`config.mk`:
```
export PLATFORM = sky130hd
export DESIGN_NAME = rvrb_top
export DESIGN_NICKNAME = d
export VERILOG_FILES = /design/src/core/rvrb_pkg.sv /design/src/core/rvrb_rst_if.sv /design/src/core/rvrb_top.sv /design/src/core/rvrb_reset_ctl.sv
export VERILOG_INCLUDE_DIRS = /design/src /design/src/core
export SDC_FILE = /design/constraint.sdc
export NUM_CORES = 1
export LEC_CHECK = 0
export BUFFER_PORTS_ARGS = -buffer_cell sky130_fd_sc_hd__buf_2
export CORE_AREA = 2 2 126 128
export DETAILED_ROUTE_END_ITERATION = 10
export DIE_AREA = 0 0 128 130
export PLACE_DENSITY = 0.57
export REMOVE_ABC_BUFFERS = 1
export SETUP_SLACK_MARGIN = 0.05
export SLEW_MARGIN = 20
export SYNTH_ARGS = -nofsm -noshare
export SYNTH_HDL_FRONTEND = slang
export SYNTH_SLANG_ARGS = --single-unit
```
`constraint.sdc`:
```
create_clock -name sys_clk -period 2.6 [get_ports sys_clk]
set_clock_uncertainty 0.15 [all_clocks]
set_input_delay 0.39 -clock sys_clk [delete_from_list [all_inputs] [get_ports sys_clk]]
set_output_delay 0.39 -clock sys_clk [all_outputs]
set_load 0.02 [all_outputs]
```
`src/core/rvrb_cfg.svh`:
```
// Purpose: Constants of the reset-value register bank: offsets, masks, reset values.
// Assumes: Byte-wide registers reached by a 5-bit register address.
// Notes: Reset causes are power-on, warm reset and pin-change wake-up.
// Function
// - Operation control clears on power-on and warm reset, holds on wake-up.
// - Bank selector, both bank bits, clears on power-on and warm reset, holds on wake.
// - Program counter goes to zero on power-on and warm reset.
// - Wake-up jumps to vector 0x08 or continues with the next instruction.
// - Power-on sets time-out and power-down bits; warm resets show the cause.
// - Port 5, 6, 7 data undefined after resets, held on wake-up.
// - Port 5, 6, 7 direction bits set to one on resets, held on wake.
// - Wake-up control clears on resets, held on wake-up.
// - Register 8 clears pin-function and upper bits on resets; port 8 bit kept.
`ifndef RVRB_CFG_SVH
`define RVRB_CFG_SVH

// Register addresses
`define RVRB_ADDR_INDIRECT 5'h00
`define RVRB_ADDR_BANKSEL 5'h01
`define RVRB_ADDR_PC 5'h02
`define RVRB_ADDR_STATUS 5'h03
`define RVRB_ADDR_POINTER 5'h04
`define RVRB_ADDR_PORT5 5'h05
`define RVRB_ADDR_PORT6 5'h06
`define RVRB_ADDR_PORT7 5'h07
`define RVRB_ADDR_PORT8 5'h08
`define RVRB_ADDR_WAKECTL 5'h0E
`define RVRB_ADDR_PENDING 5'h0F
`define RVRB_ADDR_OPCTL 5'h10

// Bank selector values for the banked range
`define RVRB_BANK_DATA 2'h0
`define RVRB_BANK_DIR 2'h1

// Writable bit masks and warm-reset keep masks
`define RVRB_MASK_BANKSEL 8'h03
`define RVRB_MASK_STATUS_SW 8'hE7
`define RVRB_MASK_POINTER_LOW 8'h3F
`define RVRB_MASK_PORT7 8'h8F
`define RVRB_MASK_PORT8 8'h22
`define RVRB_MASK_PORT8_KEEP 8'h03
`define RVRB_MASK_WAKECTL 8'h95
`define RVRB_MASK_PENDING 8'h07

// Field positions
`define RVRB_BIT_TIMEOUT 4
`define RVRB_BIT_POWERDOWN 3
`define RVRB_BIT_PINFUNC 5
`define RVRB_BIT_EXTB 7
`define RVRB_BIT_ICWAKE 4
`define RVRB_BIT_CMPWAKE 2
`define RVRB_BIT_CMPFLAG 0
`define RVRB_BIT_TIMER 0
`define RVRB_BIT_ICHANGE 1
`define RVRB_BIT_EXTA 2

// Reset values
`define RVRB_RST_ZERO 8'h00
`define RVRB_RST_DIR 8'hFF
`define RVRB_RST_STATUS_POR 8'h18
`define RVRB_PC_VECTOR 8'h08

`endif

```
`src/core/rvrb_pkg.sv`:
```
// Purpose: Types shared by the register bank modules.
// Assumes: Nothing beyond the constants header.
// Notes: Sequencer states are one-hot.
package rvrb_pkg;
  typedef enum logic [2:0] {
    RVRB_RUN = 3'b001,
    RVRB_SLEEP = 3'b010,
    RVRB_WARM = 3'b100
  } rvrb_state_t;
  typedef logic [7:0] rvrb_byte_t;
endpackage : rvrb_pkg

```
`src/core/rvrb_rst_if.sv`:
```
// Purpose: Reset-cause signals from the sequencer to the register bank.
// Assumes: One clock domain.
// Notes: Warm and wake pulses last one cycle; asleep is a level held while asleep, warm_in_sleep is that level one cycle later.
`timescale 1ns/1ps
interface rvrb_rst_if;
  logic warm_init;
  logic warm_is_wdt;
  logic warm_in_sleep;
  logic wake_init;
  logic wake_vector;
  logic asleep;
  modport ctl (output warm_init, warm_is_wdt, warm_in_sleep, wake_init, wake_vector, asleep);
  modport bank (input warm_init, warm_is_wdt, warm_in_sleep, wake_init, wake_vector, asleep);
endinterface : rvrb_rst_if

```
`src/core/rvrb_top.sv`:
```
// Purpose: Core and port register bank with per-cause reset values.
// Assumes: Power-on is the asynchronous resetn; warm and wake causes come as pulses.
// Notes: Registers at 0x05..0x0F are banked by the bank selector.
`timescale 1ns/1ps
`include "rvrb_cfg.svh"
module rvrb_top
  import rvrb_pkg::*;
#(
  parameter int ADDR_W = 5
) (
  input wire logic sys_clk,
  input wire logic resetn,
  input wire logic [ADDR_W-1:0] reg_addr,
  input wire logic [7:0] reg_wdata,
  input wire logic reg_wr,
  input wire logic reg_rd,
  output logic [7:0] reg_rdata,
  input wire logic ext_reset_req,
  input wire logic wdt_reset_req,
  input wire logic sleep_req,
  input wire logic wake_req,
  input wire logic wake_to_vector,
  input wire logic pc_step,
  input wire logic timer_event,
  input wire logic input_change_event,
  input wire logic ext_int_a_event,
  input wire logic ext_int_b_event,
  input wire logic comparator_event,
  output logic [7:0] pc_value,
  output logic [7:0] status_value,
  output logic [7:0] operation_control,
  output logic [1:0] bank_select,
  output logic [7:0] port5_data_out,
  output logic [7:0] port5_dir_out,
  output logic [7:0] port6_data_out,
  output logic [7:0] port6_dir_out,
  output logic [7:0] port7_data_out,
  output logic [7:0] port7_dir_out,
  output logic pin_function_enable,
  output logic port8_bit1,
  output logic [7:0] wakeup_control,
  output logic [7:0] interrupt_pending,
  output logic asleep
);
  rvrb_rst_if rst_bus ();

  rvrb_byte_t bank_selector;
  rvrb_byte_t program_counter_low;
  rvrb_byte_t processor_status;
  rvrb_byte_t indirect_pointer;
  rvrb_byte_t op_ctl;
  rvrb_byte_t port5_data;
  rvrb_byte_t port5_direction;
  rvrb_byte_t port6_data;
  rvrb_byte_t port6_direction;
  rvrb_byte_t port7_data;
  rvrb_byte_t port7_direction;
  rvrb_byte_t port8_and_pin_function;
  rvrb_byte_t wake_ctl;
  rvrb_byte_t pending;
  rvrb_byte_t next_rdata;
  rvrb_byte_t next_wake_ctl;
  rvrb_byte_t next_pending;
  logic [ADDR_W-1:0] target;
  logic warm;
  logic wake;

  rvrb_reset_ctl u_reset_ctl (
    .sys_clk(sys_clk),
    .resetn(resetn),
    .ext_reset_req(ext_reset_req),
    .wdt_reset_req(wdt_reset_req),
    .sleep_req(sleep_req),
    .wake_req(wake_req),
    .wake_to_vector(wake_to_vector),
    .bus(rst_bus.ctl)
  );

  assign warm = rst_bus.warm_init;
  assign wake = rst_bus.wake_init;

  // Address through the indirect port goes to the pointer's low nibble
  function automatic logic [ADDR_W-1:0] eff_addr(input logic [ADDR_W-1:0] a,
                                                  input rvrb_byte_t ptr);
    if (a == ADDR_W'(`RVRB_ADDR_INDIRECT)) eff_addr = {{(ADDR_W-4){1'b0}}, ptr[3:0]};
    else eff_addr = a;
  endfunction : eff_addr

  // Banked registers need the matching bank selector value
  function automatic logic hit(input logic [ADDR_W-1:0] a, input logic [4:0] want,
                               input logic [1:0] bank, input logic [1:0] need);
    hit = (a == ADDR_W'(want)) && (bank == need);
  endfunction : hit

  // Merge write data into the writable bits only
  function automatic rvrb_byte_t merge(input rvrb_byte_t old, input rvrb_byte_t wd,
                                       input rvrb_byte_t mask);
    merge = (old & ~mask) | (wd & mask);
  endfunction : merge

  assign target = eff_addr(reg_addr, indirect_pointer);

  // Bank selector
  always_ff @(posedge sys_clk or negedge resetn) begin
    if (!resetn) bank_selector <= `RVRB_RST_ZERO;
    else if (warm) bank_selector <= `RVRB_RST_ZERO;
    else if (reg_wr && target == ADDR_W'(`RVRB_ADDR_BANKSEL))
      bank_selector <= merge(bank_selector, reg_wdata, `RVRB_MASK_BANKSEL);
  end

  // Operation control, held on wake-up
  always_ff @(posedge sys_clk or negedge resetn) begin
    if (!resetn) op_ctl <= `RVRB_RST_ZERO;
    else if (warm) op_ctl <= `RVRB_RST_ZERO;
    else if (reg_wr && target == ADDR_W'(`RVRB_ADDR_OPCTL)) op_ctl <= reg_wdata;
  end

  // Program counter: reset to zero, vector or continue on wake-up
  always_ff @(posedge sys_clk or negedge resetn) begin
    if (!resetn) program_counter_low <= `RVRB_RST_ZERO;
    else if (warm) program_counter_low <= `RVRB_RST_ZERO;
    else if (wake) begin
      if (rst_bus.wake_vector) program_counter_low <= `RVRB_PC_VECTOR;
    end else if (reg_wr && target == ADDR_W'(`RVRB_ADDR_PC)) program_counter_low <= reg_wdata;
    else if (pc_step && !rst_bus.asleep)
      program_counter_low <= 8'(program_counter_low + 8'h01);
  end

  // Status: time-out and power-down bits follow the reset cause
  always_ff @(posedge sys_clk or negedge resetn) begin
    if (!resetn) processor_status <= `RVRB_RST_STATUS_POR;
    else if (warm) begin
      processor_status[7:5] <= 3'h0;
      processor_status[`RVRB_BIT_TIMEOUT] <= !rst_bus.warm_is_wdt;
      processor_status[`RVRB_BIT_POWERDOWN] <= !(rst_bus.warm_is_wdt &&
                                                 rst_bus.warm_in_sleep);
    end else if (wake) begin
      processor_status[`RVRB_BIT_TIMEOUT] <= 1'b1;
      processor_status[`RVRB_BIT_POWERDOWN] <= 1'b0;
    end else if (reg_wr && target == ADDR_W'(`RVRB_ADDR_STATUS))
      processor_status <= merge(processor_status, reg_wdata, `RVRB_MASK_STATUS_SW);
  end

  // Indirect pointer: top two bits forced low by resets
  always_ff @(posedge sys_clk or negedge resetn) begin
    if (!resetn) indirect_pointer <= `RVRB_RST_ZERO;
    else if (warm) indirect_pointer <= indirect_pointer & `RVRB_MASK_POINTER_LOW;
    else if (reg_wr && target == ADDR_W'(`RVRB_ADDR_POINTER)) indirect_pointer <= reg_wdata;
  end

  // Port data: undefined after resets, so warm reset keeps the old value
  always_ff @(posedge sys_clk or negedge resetn) begin
    if (!resetn) begin
      port5_data <= `RVRB_RST_ZERO;
      port6_data <= `RVRB_RST_ZERO;
      port7_data <= `RVRB_RST_ZERO;
    end else if (reg_wr && !warm) begin
      if (hit(target, `RVRB_ADDR_PORT5, bank_selector[1:0], `RVRB_BANK_DATA))
        port5_data <= reg_wdata;
      if (hit(target, `RVRB_ADDR_PORT6, bank_selector[1:0], `RVRB_BANK_DATA))
        port6_data <= reg_wdata;
      if (hit(target, `RVRB_ADDR_PORT7, bank_selector[1:0], `RVRB_BANK_DATA))
        port7_data <= merge(port7_data, reg_wdata, `RVRB_MASK_PORT7);
    end
  end

  // Port direction: all inputs after resets
  always_ff @(posedge sys_clk or negedge resetn) begin
    if (!resetn) begin
      port5_direction <= `RVRB_RST_DIR;
      port6_direction <= `RVRB_RST_DIR;
      port7_direction <= `RVRB_RST_DIR;
    end else if (warm) begin
      port5_direction <= `RVRB_RST_DIR;
      port6_direction <= `RVRB_RST_DIR;
      port7_direction <= `RVRB_RST_DIR;
    end else if (reg_wr) begin
      if (hit(target, `RVRB_ADDR_PORT5, bank_selector[1:0], `RVRB_BANK_DIR))
        port5_direction <= reg_wdata;
      if (hit(target, `RVRB_ADDR_PORT6, bank_selector[1:0], `RVRB_BANK_DIR))
        port6_direction <= reg_wdata;
      if (hit(target, `RVRB_ADDR_PORT7, bank_selector[1:0], `RVRB_BANK_DIR))
        port7_direction <= merge(port7_direction, reg_wdata, `RVRB_MASK_PORT7);
    end
  end

  // Register 8: pin function bit cleared, port 8 bits kept
  always_ff @(posedge sys_clk or negedge resetn) begin
    if (!resetn) port8_and_pin_function <= `RVRB_RST_ZERO;
    else if (warm)
      port8_and_pin_function <= port8_and_pin_function & `RVRB_MASK_PORT8_KEEP;
    else if (reg_wr && hit(target, `RVRB_ADDR_PORT8, bank_selector[1:0], `RVRB_BANK_DATA))
      port8_and_pin_function <= merge(port8_and_pin_function, reg_wdata, `RVRB_MASK_PORT8);
  end

  // Wake-up control next value: event flags win over a software clear
  always_comb begin
    next_wake_ctl = wake_ctl;
    if (reg_wr && hit(target, `RVRB_ADDR_WAKECTL, bank_selector[1:0], `RVRB_BANK_DATA))
      next_wake_ctl = merge(wake_ctl, reg_wdata, `RVRB_MASK_WAKECTL);
    if (ext_int_b_event) next_wake_ctl[`RVRB_BIT_EXTB] = 1'b1;
    if (comparator_event) next_wake_ctl[`RVRB_BIT_CMPFLAG] = 1'b1;
  end

  // Wake-up control register
  always_ff @(posedge sys_clk or negedge resetn) begin
    if (!resetn) wake_ctl <= `RVRB_RST_ZERO;
    else if (warm) wake_ctl <= `RVRB_RST_ZERO;
    else wake_ctl <= next_wake_ctl;
  end

  // Pending flags next value: event flags win over a software clear
  always_comb begin
    next_pending = pending;
    if (reg_wr && hit(target, `RVRB_ADDR_PENDING, bank_selector[1:0], `RVRB_BANK_DATA))
      next_pending = merge(pending, reg_wdata, `RVRB_MASK_PENDING);
    if (timer_event) next_pending[`RVRB_BIT_TIMER] = 1'b1;
    if (input_change_event) next_pending[`RVRB_BIT_ICHANGE] = 1'b1;
    if (ext_int_a_event) next_pending[`RVRB_BIT_EXTA] = 1'b1;
  end

  // Pending flags register
  always_ff @(posedge sys_clk or negedge resetn) begin
    if (!resetn) pending <= `RVRB_RST_ZERO;
    else if (warm) pending <= `RVRB_RST_ZERO;
    else pending <= next_pending;
  end

  // Read multiplexer; unmapped, reserved and other banks read zero
  always_comb begin
    next_rdata = `RVRB_RST_ZERO;
    unique case (target)
      ADDR_W'(`RVRB_ADDR_BANKSEL): next_rdata = bank_selector;
      ADDR_W'(`RVRB_ADDR_PC): next_rdata = program_counter_low;
      ADDR_W'(`RVRB_ADDR_STATUS): next_rdata = processor_status;
      ADDR_W'(`RVRB_ADDR_POINTER): next_rdata = indirect_pointer;
      ADDR_W'(`RVRB_ADDR_OPCTL): next_rdata = op_ctl;
      default: next_rdata = `RVRB_RST_ZERO;
    endcase
    if (bank_selector[1:0] == `RVRB_BANK_DATA) begin
      if (target == ADDR_W'(`RVRB_ADDR_PORT5)) next_rdata = port5_data;
      if (target == ADDR_W'(`RVRB_ADDR_PORT6)) next_rdata = port6_data;
      if (target == ADDR_W'(`RVRB_ADDR_PORT7)) next_rdata = port7_data;
      if (target == ADDR_W'(`RVRB_ADDR_PORT8)) next_rdata = port8_and_pin_function;
      if (target == ADDR_W'(`RVRB_ADDR_WAKECTL)) next_rdata = wake_ctl;
      if (target == ADDR_W'(`RVRB_ADDR_PENDING)) next_rdata = pending;
    end else if (bank_selector[1:0] == `RVRB_BANK_DIR) begin
      if (target == ADDR_W'(`RVRB_ADDR_PORT5)) next_rdata = port5_direction;
      if (target == ADDR_W'(`RVRB_ADDR_PORT6)) next_rdata = port6_direction;
      if (target == ADDR_W'(`RVRB_ADDR_PORT7)) next_rdata = port7_direction;
    end
  end

  // Read data stands only in the cycle after the strobe
  always_ff @(posedge sys_clk or negedge resetn) begin
    if (!resetn) reg_rdata <= `RVRB_RST_ZERO;
    else if (reg_rd) reg_rdata <= next_rdata;
    else reg_rdata <= `RVRB_RST_ZERO;
  end

  // Register contents driven out to the core and ports
  assign pc_value = program_counter_low;
  assign status_value = processor_status;
  assign operation_control = op_ctl;
  assign bank_select = bank_selector[1:0];
  assign port5_data_out = port5_data;
  assign port5_dir_out = port5_direction;
  assign port6_data_out = port6_data;
  assign port6_dir_out = port6_direction;
  assign port7_data_out = port7_data;
  assign port7_dir_out = port7_direction;
  assign pin_function_enable = port8_and_pin_function[`RVRB_BIT_PINFUNC];
  assign port8_bit1 = port8_and_pin_function[1];
  assign wakeup_control = wake_ctl;
  assign interrupt_pending = pending;
  assign asleep = rst_bus.asleep;
endmodule : rvrb_top

```
`src/core/rvrb_reset_ctl.sv`:
```
// Purpose: Sequencer that turns reset and wake requests into cause pulses.
// Assumes: Requests are one-cycle pulses synchronous to sys_clk.
// Notes: Warm reset beats wake-up when both arrive together.
`timescale 1ns/1ps
`include "rvrb_cfg.svh"
module rvrb_reset_ctl
  import rvrb_pkg::*;
(
  input wire logic sys_clk,
  input wire logic resetn,
  input wire logic ext_reset_req,
  input wire logic wdt_reset_req,
  input wire logic sleep_req,
  input wire logic wake_req,
  input wire logic wake_to_vector,
  rvrb_rst_if.ctl bus
);
  rvrb_state_t state;
  rvrb_state_t next_state;
  logic warm_any;
  logic wdt_seen;
  logic sleep_seen;
  logic wake_seen;
  logic vector_seen;

  assign warm_any = ext_reset_req | wdt_reset_req;

  // Next state: sleep until wake, warm reset from run or sleep
  always_comb begin
    next_state = state;
    unique case (state)
      RVRB_RUN: begin
        if (warm_any) next_state = RVRB_WARM;
        else if (sleep_req) next_state = RVRB_SLEEP;
      end
      RVRB_SLEEP: begin
        if (warm_any) next_state = RVRB_WARM;
        else if (wake_req) next_state = RVRB_RUN;
      end
      RVRB_WARM: next_state = RVRB_RUN;
      default: next_state = RVRB_RUN;
    endcase
  end

  // State register
  always_ff @(posedge sys_clk or negedge resetn) begin
    if (!resetn) state <= RVRB_RUN;
    else state <= next_state;
  end

  // Capture the cause of each transition for the bank
  always_ff @(posedge sys_clk or negedge resetn) begin
    if (!resetn) begin
      wdt_seen <= 1'b0;
      sleep_seen <= 1'b0;
      wake_seen <= 1'b0;
      vector_seen <= 1'b0;
    end else begin
      wdt_seen <= wdt_reset_req;
      sleep_seen <= (state == RVRB_SLEEP);
      wake_seen <= (state == RVRB_SLEEP) && !warm_any && wake_req;
      vector_seen <= wake_to_vector;
    end
  end

  assign bus.warm_init = (state == RVRB_WARM);
  assign bus.warm_is_wdt = wdt_seen;
  assign bus.warm_in_sleep = sleep_seen;
  assign bus.wake_init = wake_seen;
  assign bus.wake_vector = vector_seen;
  assign bus.asleep = (state == RVRB_SLEEP);
endmodule : rvrb_reset_ctl

```
==> flow_summary.toml, run 1 <==
[timing]
worst_pin_slew_ns = 0.568
hold_viol = 0
finalMaxSlewViolations = 0
grt_setup_unrepaired = "false"
fmax_ghz = 0.405
final-setup-viol-count = 0
relSlewSlack = 0.619
fin_ws_ns = 0.132
tns_ns = 0
finalCritPeriodShare = 0.949
period_needed_ns = 2.47

[outcome]
status = "complete, no violations"

[critical_path]
critPathLaunch = "indirect_pointer[2]"
worst_setup_path_start_kind = "flop"
cp_data_arrival_time_ns = 2.55
cp_max_fo = 9
crit-reg2reg-launch = "indirect_pointer[2]"
critical_path_class = "flop to flop"
worstSetupEndpointType = "flop"
cp_data_required_time_ns = 2.68

[power_and_ir_drop]
combPwrFrac = 0.292
p_int_mw = 3.21
switching_share = 0.368
p_leak_nw = 3.12
clockPowerShare = 0.268
peakVddDrop_uv = 448
power_frac_seq = 0.440
p_total_mw = 5.09
p_sw_mw = 1.87
power.density_nw_per_um2 = 736

[floorplan]
initial_core_util = 0.369
die_w_um = 128
die_y_um = 130
die-area_um2 = 16600
row_count = 46
coreArea_um2 = 15400
io_pins = 129

[placed_design]
place_congestion = 0.926
place_ws_ns = 0.0283
dp_hpwl_um = 14700
portBuffers = 116

[detailed_routing]
first_iter_violations = 476
num_vias = 5204
avgRoutedWirePerCell_um = 22.1
drc_errors = 0
drtPass1Iterations = 5
wl_um = 19900
final_antenna_net_count = 0
viasPerCell = 5.80

[logic_synthesis]
synth_edf_count = 0
synth_top_cells_by_count = "76 x dfrtp_1, 61 x nand2_1, 46 x a21oi_1, 29 x nand3_1, 27 x nor2_1"
yosys_warnings = 0
netlist_area_um2 = 5680
yosys.area.top_type = "dfrtp_1"
syn_inst = 572
syn_avg_cell_area_um2 = 9.94
seq_area_frac_synth = 0.450
yosysTopAreaCellShare = 0.335
synth_ff_type = "dfrtp_1"
ys_types = 79
yosysMostFrequentCell = "dfrtp_1"
synth_area_leaders = "dfrtp_1 33%, dfstp_2 12%, mux2_2 4.8%, mux2i_1 4.4%, a21oi_1 4.1%"
ys_async_sr_fraction = 1.00
ys_seq_elements = 101

[layout]
nNetsFinal = 730
drive_gt1_frac = 0.354
syn2layout_area_growth_pct = 21.7
finish.utilization = 0.448
diodes = 0

[worst_hold_path]
hold_path_startpoint = "wdt_reset_req"
min_path_type = "input port to flop"

[clock_tree]
cts_tree = "done"
path_clk_slew_ns = 0.07
cts_root_buf = "clkbuf_16"
htreeDepth = 3
clk_latency_ns = 0.35
max-clock-path-buffers = 2
cts_buffers = 9
clkSinkCount = 101

[global_routing]
gr-total-overflow = 0
grt_pass1_vias = 5058
grt_usage = 0.240
antenna_found_initial = 0
grt_pass1_wl_um = 30000
grt_max_degree = 44

[flow_run]
drv_cap = 0
## metal layers
| metal | global-route usage | part of all wire |
|---|---|---|
| met1 | 0.322 | 0.44 |
| met2 | 0.391 | 0.47 |
| met3 | 0.0398 | 0.062 |
| met4 | 0.0970 | 0.028 |
| met5 | 0 | 0 |
## logic make-up after synthesis
group,Yosys count,synth area share
flip-flops,101,0.450
AO/OA/AOI/OAI,161,0.201
adder cells (fa/ha/maj),1,0.00220
buffers and inverters,70,0.0660
multiplexers,57,0.107
AND/OR/NAND/NOR,179,0.170
other,1,0.000660
XOR/XNOR,2,0.00308
## state kept, by name (all words and copies together) (netlist names), 3 cells and up
signal	cells
indirect_pointer	8
operation_control	8
pc_value	8
port5_data_out	8
port5_dir_out	8
port6_data_out	8
port6_dir_out	8
reg_rdata	8
status_value	8
port7_dir_out	6
port7_data_out	5
wakeup_control	4
interrupt_pending	3
u_reset_ctl.state	3
## power groups by stage
stage / Combinational [mW] / Sequential (mW) / Clock [mW]
6_report: 1.49 / 2.24 / 1.37
5_1_grt: 1.60 / 2.27 / 1.45
4_1_cts: 1.49 / 2.23 / 1.40
3_5_place_dp: 1.48 / 2.25 / 0
3_3_place_gp: 1.46 / 2.25 / 0
2_1_floorplan: 0.597 / 2.42 / 0
## stage by stage
stage | hold slack (ns) | cells | instance area (um2)
final | 0.0431 | 898 | 6920
after global routing | 0.0434 | 898 | 6920
after detailed placement | 0.246 | 879 | 6590
after floorplan | -0.0556 | 528 | 5410
after global placement | 0.233 | 879 | 6590
after CTS | 0.0287 | 897 | 6910
## cells in the final DEF (no fill, tap or decap), types with 15 or more instances in the layout
master     n
buf_4     42
o21ai_0   15
mux2_2    24
buf_2    115
nor2_1    27
nand2_1   61
dfstp_2   25
inv_1     15
nand3_1   29
dfrtp_1   75
a21oi_1   46
mux2i_1   25
## what timing repair did
action                                  CTS  global route
hold buffers                              2             0
setup buffers                             0             1
endpoints found under the setup margin    0             1
hold endpoints to repair                 29             0
gates resized for setup                   0             2
## critical path, cell delays in order (launching register included)
cell and delay (ns):
dfrtp_1 0.41, buf_4 0.18, nor4b_1 0.14, o211a_1 0.32, a222oi_1 0.57, o211ai_1 0.24
a22oi_1 0.23, a21oi_1 0.09
## cell type report
cell class | count | area, um2
Timing Repair Buffer | 162 | 971
Multi-Input combinational cell | 412 | 2790
Tap cell | 192 | 240
Sequential cell | 101 | 2560
Clock buffer | 14 | 285
Fill cell | 1511 | 8510
Clock inverter | 2 | 13.8
Inverter | 15 | 56.3
## path summary, 6_finish.rpt
check | end | slack [ns] | cells past startpoint
worst max-delay path | reg_rdata[4] | 0.13 | 7
worst min-delay path | u_reset_ctl.bus.warm_is_wdt | 0.04 | 1
worst max register to register | reg_rdata[4] | 0.13 | 7
worst min register to register | status_value[3] | 0.26 | 1
max in group asynchronous | u_reset_ctl.state[0] | 1.13 | 3
min in group asynchronous | reg_rdata[6] | 0.41 | 2
Note: power is estimated with default switching activity, not from simulation.
==> inputs of run 2 (changes only) <==
--- a/config.mk
+++ b/config.mk
@@ -6,11 +6,13 @@
 export SDC_FILE = /design/constraint.sdc
 export NUM_CORES = 1
 export LEC_CHECK = 0
-export BUFFER_PORTS_ARGS = -buffer_cell sky130_fd_sc_hd__buf_2
+export CAP_MARGIN = 20
 export CORE_AREA = 2 2 126 128
 export DETAILED_ROUTE_END_ITERATION = 10
 export DIE_AREA = 0 0 128 130
-export PLACE_DENSITY = 0.57
+export DONT_BUFFER_PORTS = 1
+export MAX_ROUTING_LAYER = met4
+export PLACE_DENSITY = 0.49
 export REMOVE_ABC_BUFFERS = 1
 export SETUP_SLACK_MARGIN = 0.05
 export SLEW_MARGIN = 20
==> run 2 against run 1 <==
  * Critical path depth is 1 lower
  * Routed wire length is 1.5% lower
  * Combinational power is 43% lower
  * Largest power group unchanged
  * Global-route usage is 0.57 points higher
  * Design area is 7.5% lower
  * Register-to-register slack hardly changed
  * Utilization is 3.4 points lower
  * Cell count is 12% lower
  * Largest cell class unchanged
  * Critical path type unchanged
  * Total power is 3.8% lower
  * Clock power is 9% higher
  * The run now ends with hold timing left
==> flow_summary.toml, run 2 (synthesis gave the netlist of run 1 again) <==
[global_routing]
grt_pass1_vias = 4611
grt_pass1_wl_um = 29400
grt_usage = 0.246
antenna_found_initial = 1
grt_max_degree = 102
gr-total-overflow = 0

[layout]
nNetsFinal = 617
syn2layout_area_growth_pct = 12.5
final_common_cell = "dfrtp_1"
final_area_um2 = 6400
mostFrequentLayoutCells = "76 x dfrtp_1, 61 x nand2_1, 46 x a21oi_1, 33 x buf_4, 29 x nand3_1"
instances_no_fill = 786
multi_input_area_um2 = 2800
drive_gt1_frac = 0.214
fillCellCount = 1539
register_area_um2 = 2560

[detailed_routing]
drtPass1Iterations = 5
drc_errors = 0
first_iter_violations = 407
wl_um = 19600
final_antenna_net_count = 0
avgRoutedWirePerCell_um = 24.9
num_vias = 4700
viasPerCell = 5.98

[floorplan]
io_pins = 129
die_w_um = 128
initial_core_util = 0.369
die_y_um = 130
row_count = 46
coreArea_um2 = 15400
die-area_um2 = 16600

[timing]
fmax_ghz = 0.405
grt_setup_unrepaired = "true"
hold_viol = 101
whs_ns = -0.428
tns_ns = 0
period_needed_ns = 2.47
relSlewSlack = 0.601
finalCritPeriodShare = 0.950
final-setup-viol-count = 0
worst_pin_slew_ns = 0.596
finalMaxSlewViolations = 0

[critical_path]
cp_slowest_cell = "or4_1"
cp_slowest_stage_delay_ns = 0.51
critical_path_class = "flop to flop"
path_cells = "nor4b_1, o21ai_1, o211ai_1, or4_1, a21oi_1, o22a_1"
cp_max_fo = 9
critical-path-top-delay-family = "compound AO/OA/AOI/OAI gates"
rrSetupSlack_ns = 0.13
cp_data_arrival_time_ns = 2.60
worstSetupEndpointType = "flop"
worst_setup_path_start_kind = "flop"
cp_num_buf_inv = 0
cp_data_required_time_ns = 2.73

[clock_tree]
htreeDepth = 3
cts_buffers = 9
post_cts_buffers = 0
cts_tree = "done"
max-clock-path-buffers = 2
cts_root_buf = "clkbuf_16"
clk_latency_ns = 0.36
clkSinkCount = 101
path_clk_slew_ns = 0.07

[placed_design]
place_congestion = 0.911
place_area_um2 = 5890
dp.cells = 753
portBuffers = 0
dp_hpwl_um = 14400

[outcome]
violations = "hold timing"
status = "complete, but fails checks"

[power_and_ir_drop]
power_frac_seq = 0.518
clockPowerShare = 0.307
switching_share = 0.360
p_leak_nw = 2.64
p_int_mw = 3.14
peakVddDrop_uv = 378
p_sw_mw = 1.76
power.density_nw_per_um2 = 766
combPwrFrac = 0.175

[worst_hold_path]
min_path_type = "input port to async pin"

[flow_run]
drv_cap = 0
run 2: cell count changes in the layout (fill, tap and decap cells not counted), sizes merged:
cell         change
buf            -127
bufinv           +2
clkbuf           -5
clkinv           -1
clkinvlp         +2
diode            +1
dlygate4sd3     +14
inv              +2
run 2: what timing repair did:
action / in CTS / in global routing
hold endpoints to repair: 119 / 102
hold buffers: 15 / 1
resized for setup: 0 / 4
endpoints found under the setup margin: 0 / 4
run 2: power by group through the flow:
stage / registers [mW] / clock network, mW / logic, mW
2_1_floorplan: 2.42 / 0 / 0.597
3_3_place_gp: 2.56 / 0 / 0.816
3_5_place_dp: 2.57 / 0 / 0.824
4_1_cts: 2.54 / 1.54 / 0.849
5_1_grt: 2.58 / 1.61 / 0.948
6_report: 2.54 / 1.50 / 0.856
run 2: final cells by class:
class | instances | area share
Multi-Input combinational cell | 412 | 0.438
Sequential cell | 101 | 0.400
Timing Repair Buffer | 49 | 0.0638
Tap cell | 192 | 0.0376
Clock buffer | 9 | 0.0352
Clock inverter | 7 | 0.0162
Inverter | 15 | 0.00880
Antenna cell | 1 | 0.000391
run 2: worst reg2reg max path, cell delays in order (launching register included):
cell and delay, ns:
dfrtp_1 0.50, nor4b_1 0.21, o21ai_1 0.47, o211ai_1 0.23, or4_1 0.51, a21oi_1 0.14
o22a_1 0.19
run 2: per-stage QoR:
stage	power, mW	utilization	setup slack [ns]
detailed placement	3.39	0.382	0.135
global route	5.14	0.415	0.0388
floorplan	3.02	-	-0.105
CTS	4.93	0.413	0.114
finish	4.90	0.415	0.129
global placement	3.38	0.382	0.151
run 2: final timing paths:
path / from / end / cells after the start
max in group asynchronous: resetn / port5_dir_out[4] / 0
min reg2reg: u_reset_ctl.bus.warm_in_sleep / status_value[3] / 1
max reg2reg: indirect_pointer[3] / reg_rdata[6] / 6
max: indirect_pointer[3] / reg_rdata[6] / 6
min: resetn / u_reset_ctl.bus.warm_in_sleep / 0
min in group sys_clk: reg_wdata[4] / port6_data_out[4] / 1
run 2: metal layers:
| metal | part of all wire | vias up | GRT usage |
|---|---|---|---|
| met1 | 0.45 | 2387 | 0.322 |
| met2 | 0.47 | 178 | 0.383 |
| met4 | 0.014 | 0 | 0.0575 |
| met5 | 0 | - | - |
| met3 | 0.073 | 18 | 0.0677 |
| li1 | - | 2117 | - |
==> inputs of run 3 (changes only) <==
==> constraint.sdc (replaced) <==
create_clock -name sys_clk -period 2.3 [get_ports sys_clk]
set_clock_uncertainty 0.15 [all_clocks]
set_input_delay 0.345 -clock sys_clk [delete_from_list [all_inputs] [get_ports sys_clk]]
set_output_delay 0.345 -clock sys_clk [all_outputs]
set_load 0.02 [all_outputs]
==> run 3 against run 2 <==
  * The flow still finishes with violations (hold timing)
  * Sequential cell count stayed put
  * Register-to-register slack worse by 0.12 ns
  * Global-route usage is 1.2 points higher
  * Sequential power is 13% higher
  * Clock-buffer cell count stayed put
  * Clock power is 9% higher
  * Total power is 17% higher
  * Maximum frequency is 8.0% higher
  * Highest routed layer unchanged
  * Cell count is 5.2% higher
  * Critical path type unchanged
==> flow_summary.toml, run 3 (synthesis gave the netlist of run 1 again) <==
[floorplan]
die-area_um2 = 16600
initial_core_util = 0.369
io_pins = 129
row_count = 46
die_y_um = 130
die_w_um = 128
coreArea_um2 = 15400

[global_routing]
antenna_found_initial = 0
grt_usage = 0.258
grt_max_degree = 102
grt_pass1_wl_um = 30600
grt_pass1_vias = 4799
gr-total-overflow = 0

[critical_path]
cp_num_buf_inv = 1
path_cells = "nor4b_4, a21o_2, buf_4, a222oi_1, o211ai_1, a22oi_1, a21oi_1"
critical-path-top-delay-family = "compound AO/OA/AOI/OAI gates"
crit-reg2reg-launch = "indirect_pointer[1]"
cp_data_required_time_ns = 2.38
cp_max_fo = 5
r2r_cells = 7
cp.depth = 7
r2r_end = "reg_rdata[4]"
critical_path_class = "flop to flop"
cp_data_arrival_time_ns = 2.37
worst_setup_path_start_kind = "flop"
cp_slowest_cell = "a222oi_1"
worstSetupEndpointType = "flop"
cp_slowest_stage_delay_ns = 0.45
rrSetupSlack_ns = 0.01

[timing]
finalMaxSlewViolations = 0
hold_viol = 101
relSlewSlack = 0.553
final-setup-viol-count = 0
tns_ns = 0
period_needed_ns = 2.29
fmax_ghz = 0.437
worst_pin_slew_ns = 0.668
whs_ns = -0.475
grt_setup_unrepaired = "true"
finalCritPeriodShare = 0.995

[detailed_routing]
drtPass1Iterations = 6
first_iter_violations = 504
avgRoutedWirePerCell_um = 25.6
drc_errors = 0
wl_um = 21100
viasPerCell = 6.08
final_antenna_net_count = 0
num_vias = 5029

[power_and_ir_drop]
p_total_mw = 5.71
peakVddDrop_uv = 543
p_leak_nw = 2.90
power.density_nw_per_um2 = 825

[placed_design]
place_congestion = 0.960
portBuffers = 0
place_area_um2 = 6110
dp_hpwl_um = 14700

[layout]
final_common_cell = "dfrtp_1"
diodes = 0
mostFrequentLayoutCells = "73 x dfrtp_1, 60 x nand2_1, 53 x buf_4, 44 x a21oi_1, 29 x nand3_1"
syn2layout_area_growth_pct = 21.8
register_area_um2 = 2560
final_area_um2 = 6920
fillCellCount = 1488
drive_gt1_frac = 0.290
nNetsFinal = 659
multi_input_area_um2 = 2910

[clock_tree]
cts_buffers = 9
cts_tree = "done"
htreeDepth = 3
clk_latency_ns = 0.37
path_clk_slew_ns = 0.07
clkSinkCount = 101
max-clock-path-buffers = 2
cts_root_buf = "clkbuf_16"

[outcome]
status = "complete, but fails checks"
violations = "hold timing"

[worst_hold_path]
min_path_type = "input port to async pin"

[flow_run]
drv_cap = 0
[run 3: worst reg2reg max path: stages, from the launching register on]
cell and delay, ns:
dfrtp_2 0.44, nor4b_4 0.15, a21o_2 0.27, buf_4 0.15, a222oi_1 0.45, o211ai_1 0.24
a22oi_1 0.20, a21oi_1 0.10
[run 3: final cells by class]
cell class              instances  area share
repair buffers                 91       0.122
well taps                     192      0.0347
clock inverters                 7      0.0130
multi-input cells             412       0.420
inverters                      15     0.00813
clock buffers                   9      0.0325
flip-flops and latches        101       0.370
[run 3: metrics by stage]
stage | utilization | hold slack, ns | cells | setup WS (ns)
global placement | 0.396 | -0.0960 | 775 | -0.187
finish | 0.449 | -0.475 | 827 | 0.0115
CTS | 0.434 | -0.493 | 817 | 0.0281
floorplan | - | -0.101 | 528 | -0.405
global route | 0.449 | -0.494 | 827 | -0.0760
detailed placement | 0.396 | -0.0978 | 775 | -0.120
[run 3: power breakdown]
group          internal [mW]  total, mW  switching, mW
sequential              2.11       2.87          0.763
combinational          0.595       1.19          0.598
clock                  0.868       1.64          0.775
total                   3.57       5.71           2.14
[run 3: how the worst max path moves through the flow]
stage / from / endpoint / slack [ns]
floorplan: indirect_pointer[2] / reg_rdata[7] / -0.41
global route: indirect_pointer[3] / reg_rdata[6] / -0.08
CTS: indirect_pointer[3] / reg_rdata[6] / 0.03
global placement: indirect_pointer[1] / reg_rdata[6] / -0.19
detailed placement: indirect_pointer[3] / reg_rdata[6] / -0.12
finish: indirect_pointer[1] / reg_rdata[4] / 0.01
[run 3: repair_timing]
action	4_1_cts	5_1_grt
setup endpoints to repair	22	44
pin swaps	4	17
setup buffers	6	9
resized for setup	7	40
hold buffers	20	1
endpoints found under the hold margin	180	102
[run 3: layer usage]
metal	up-vias	track usage	part of all wire
met2	258	0.384	0.46
li1	2204	-	-
met5	-	-	0
met4	0	0.0776	0.025
met1	2532	0.346	0.42
met3	35	0.0697	0.095
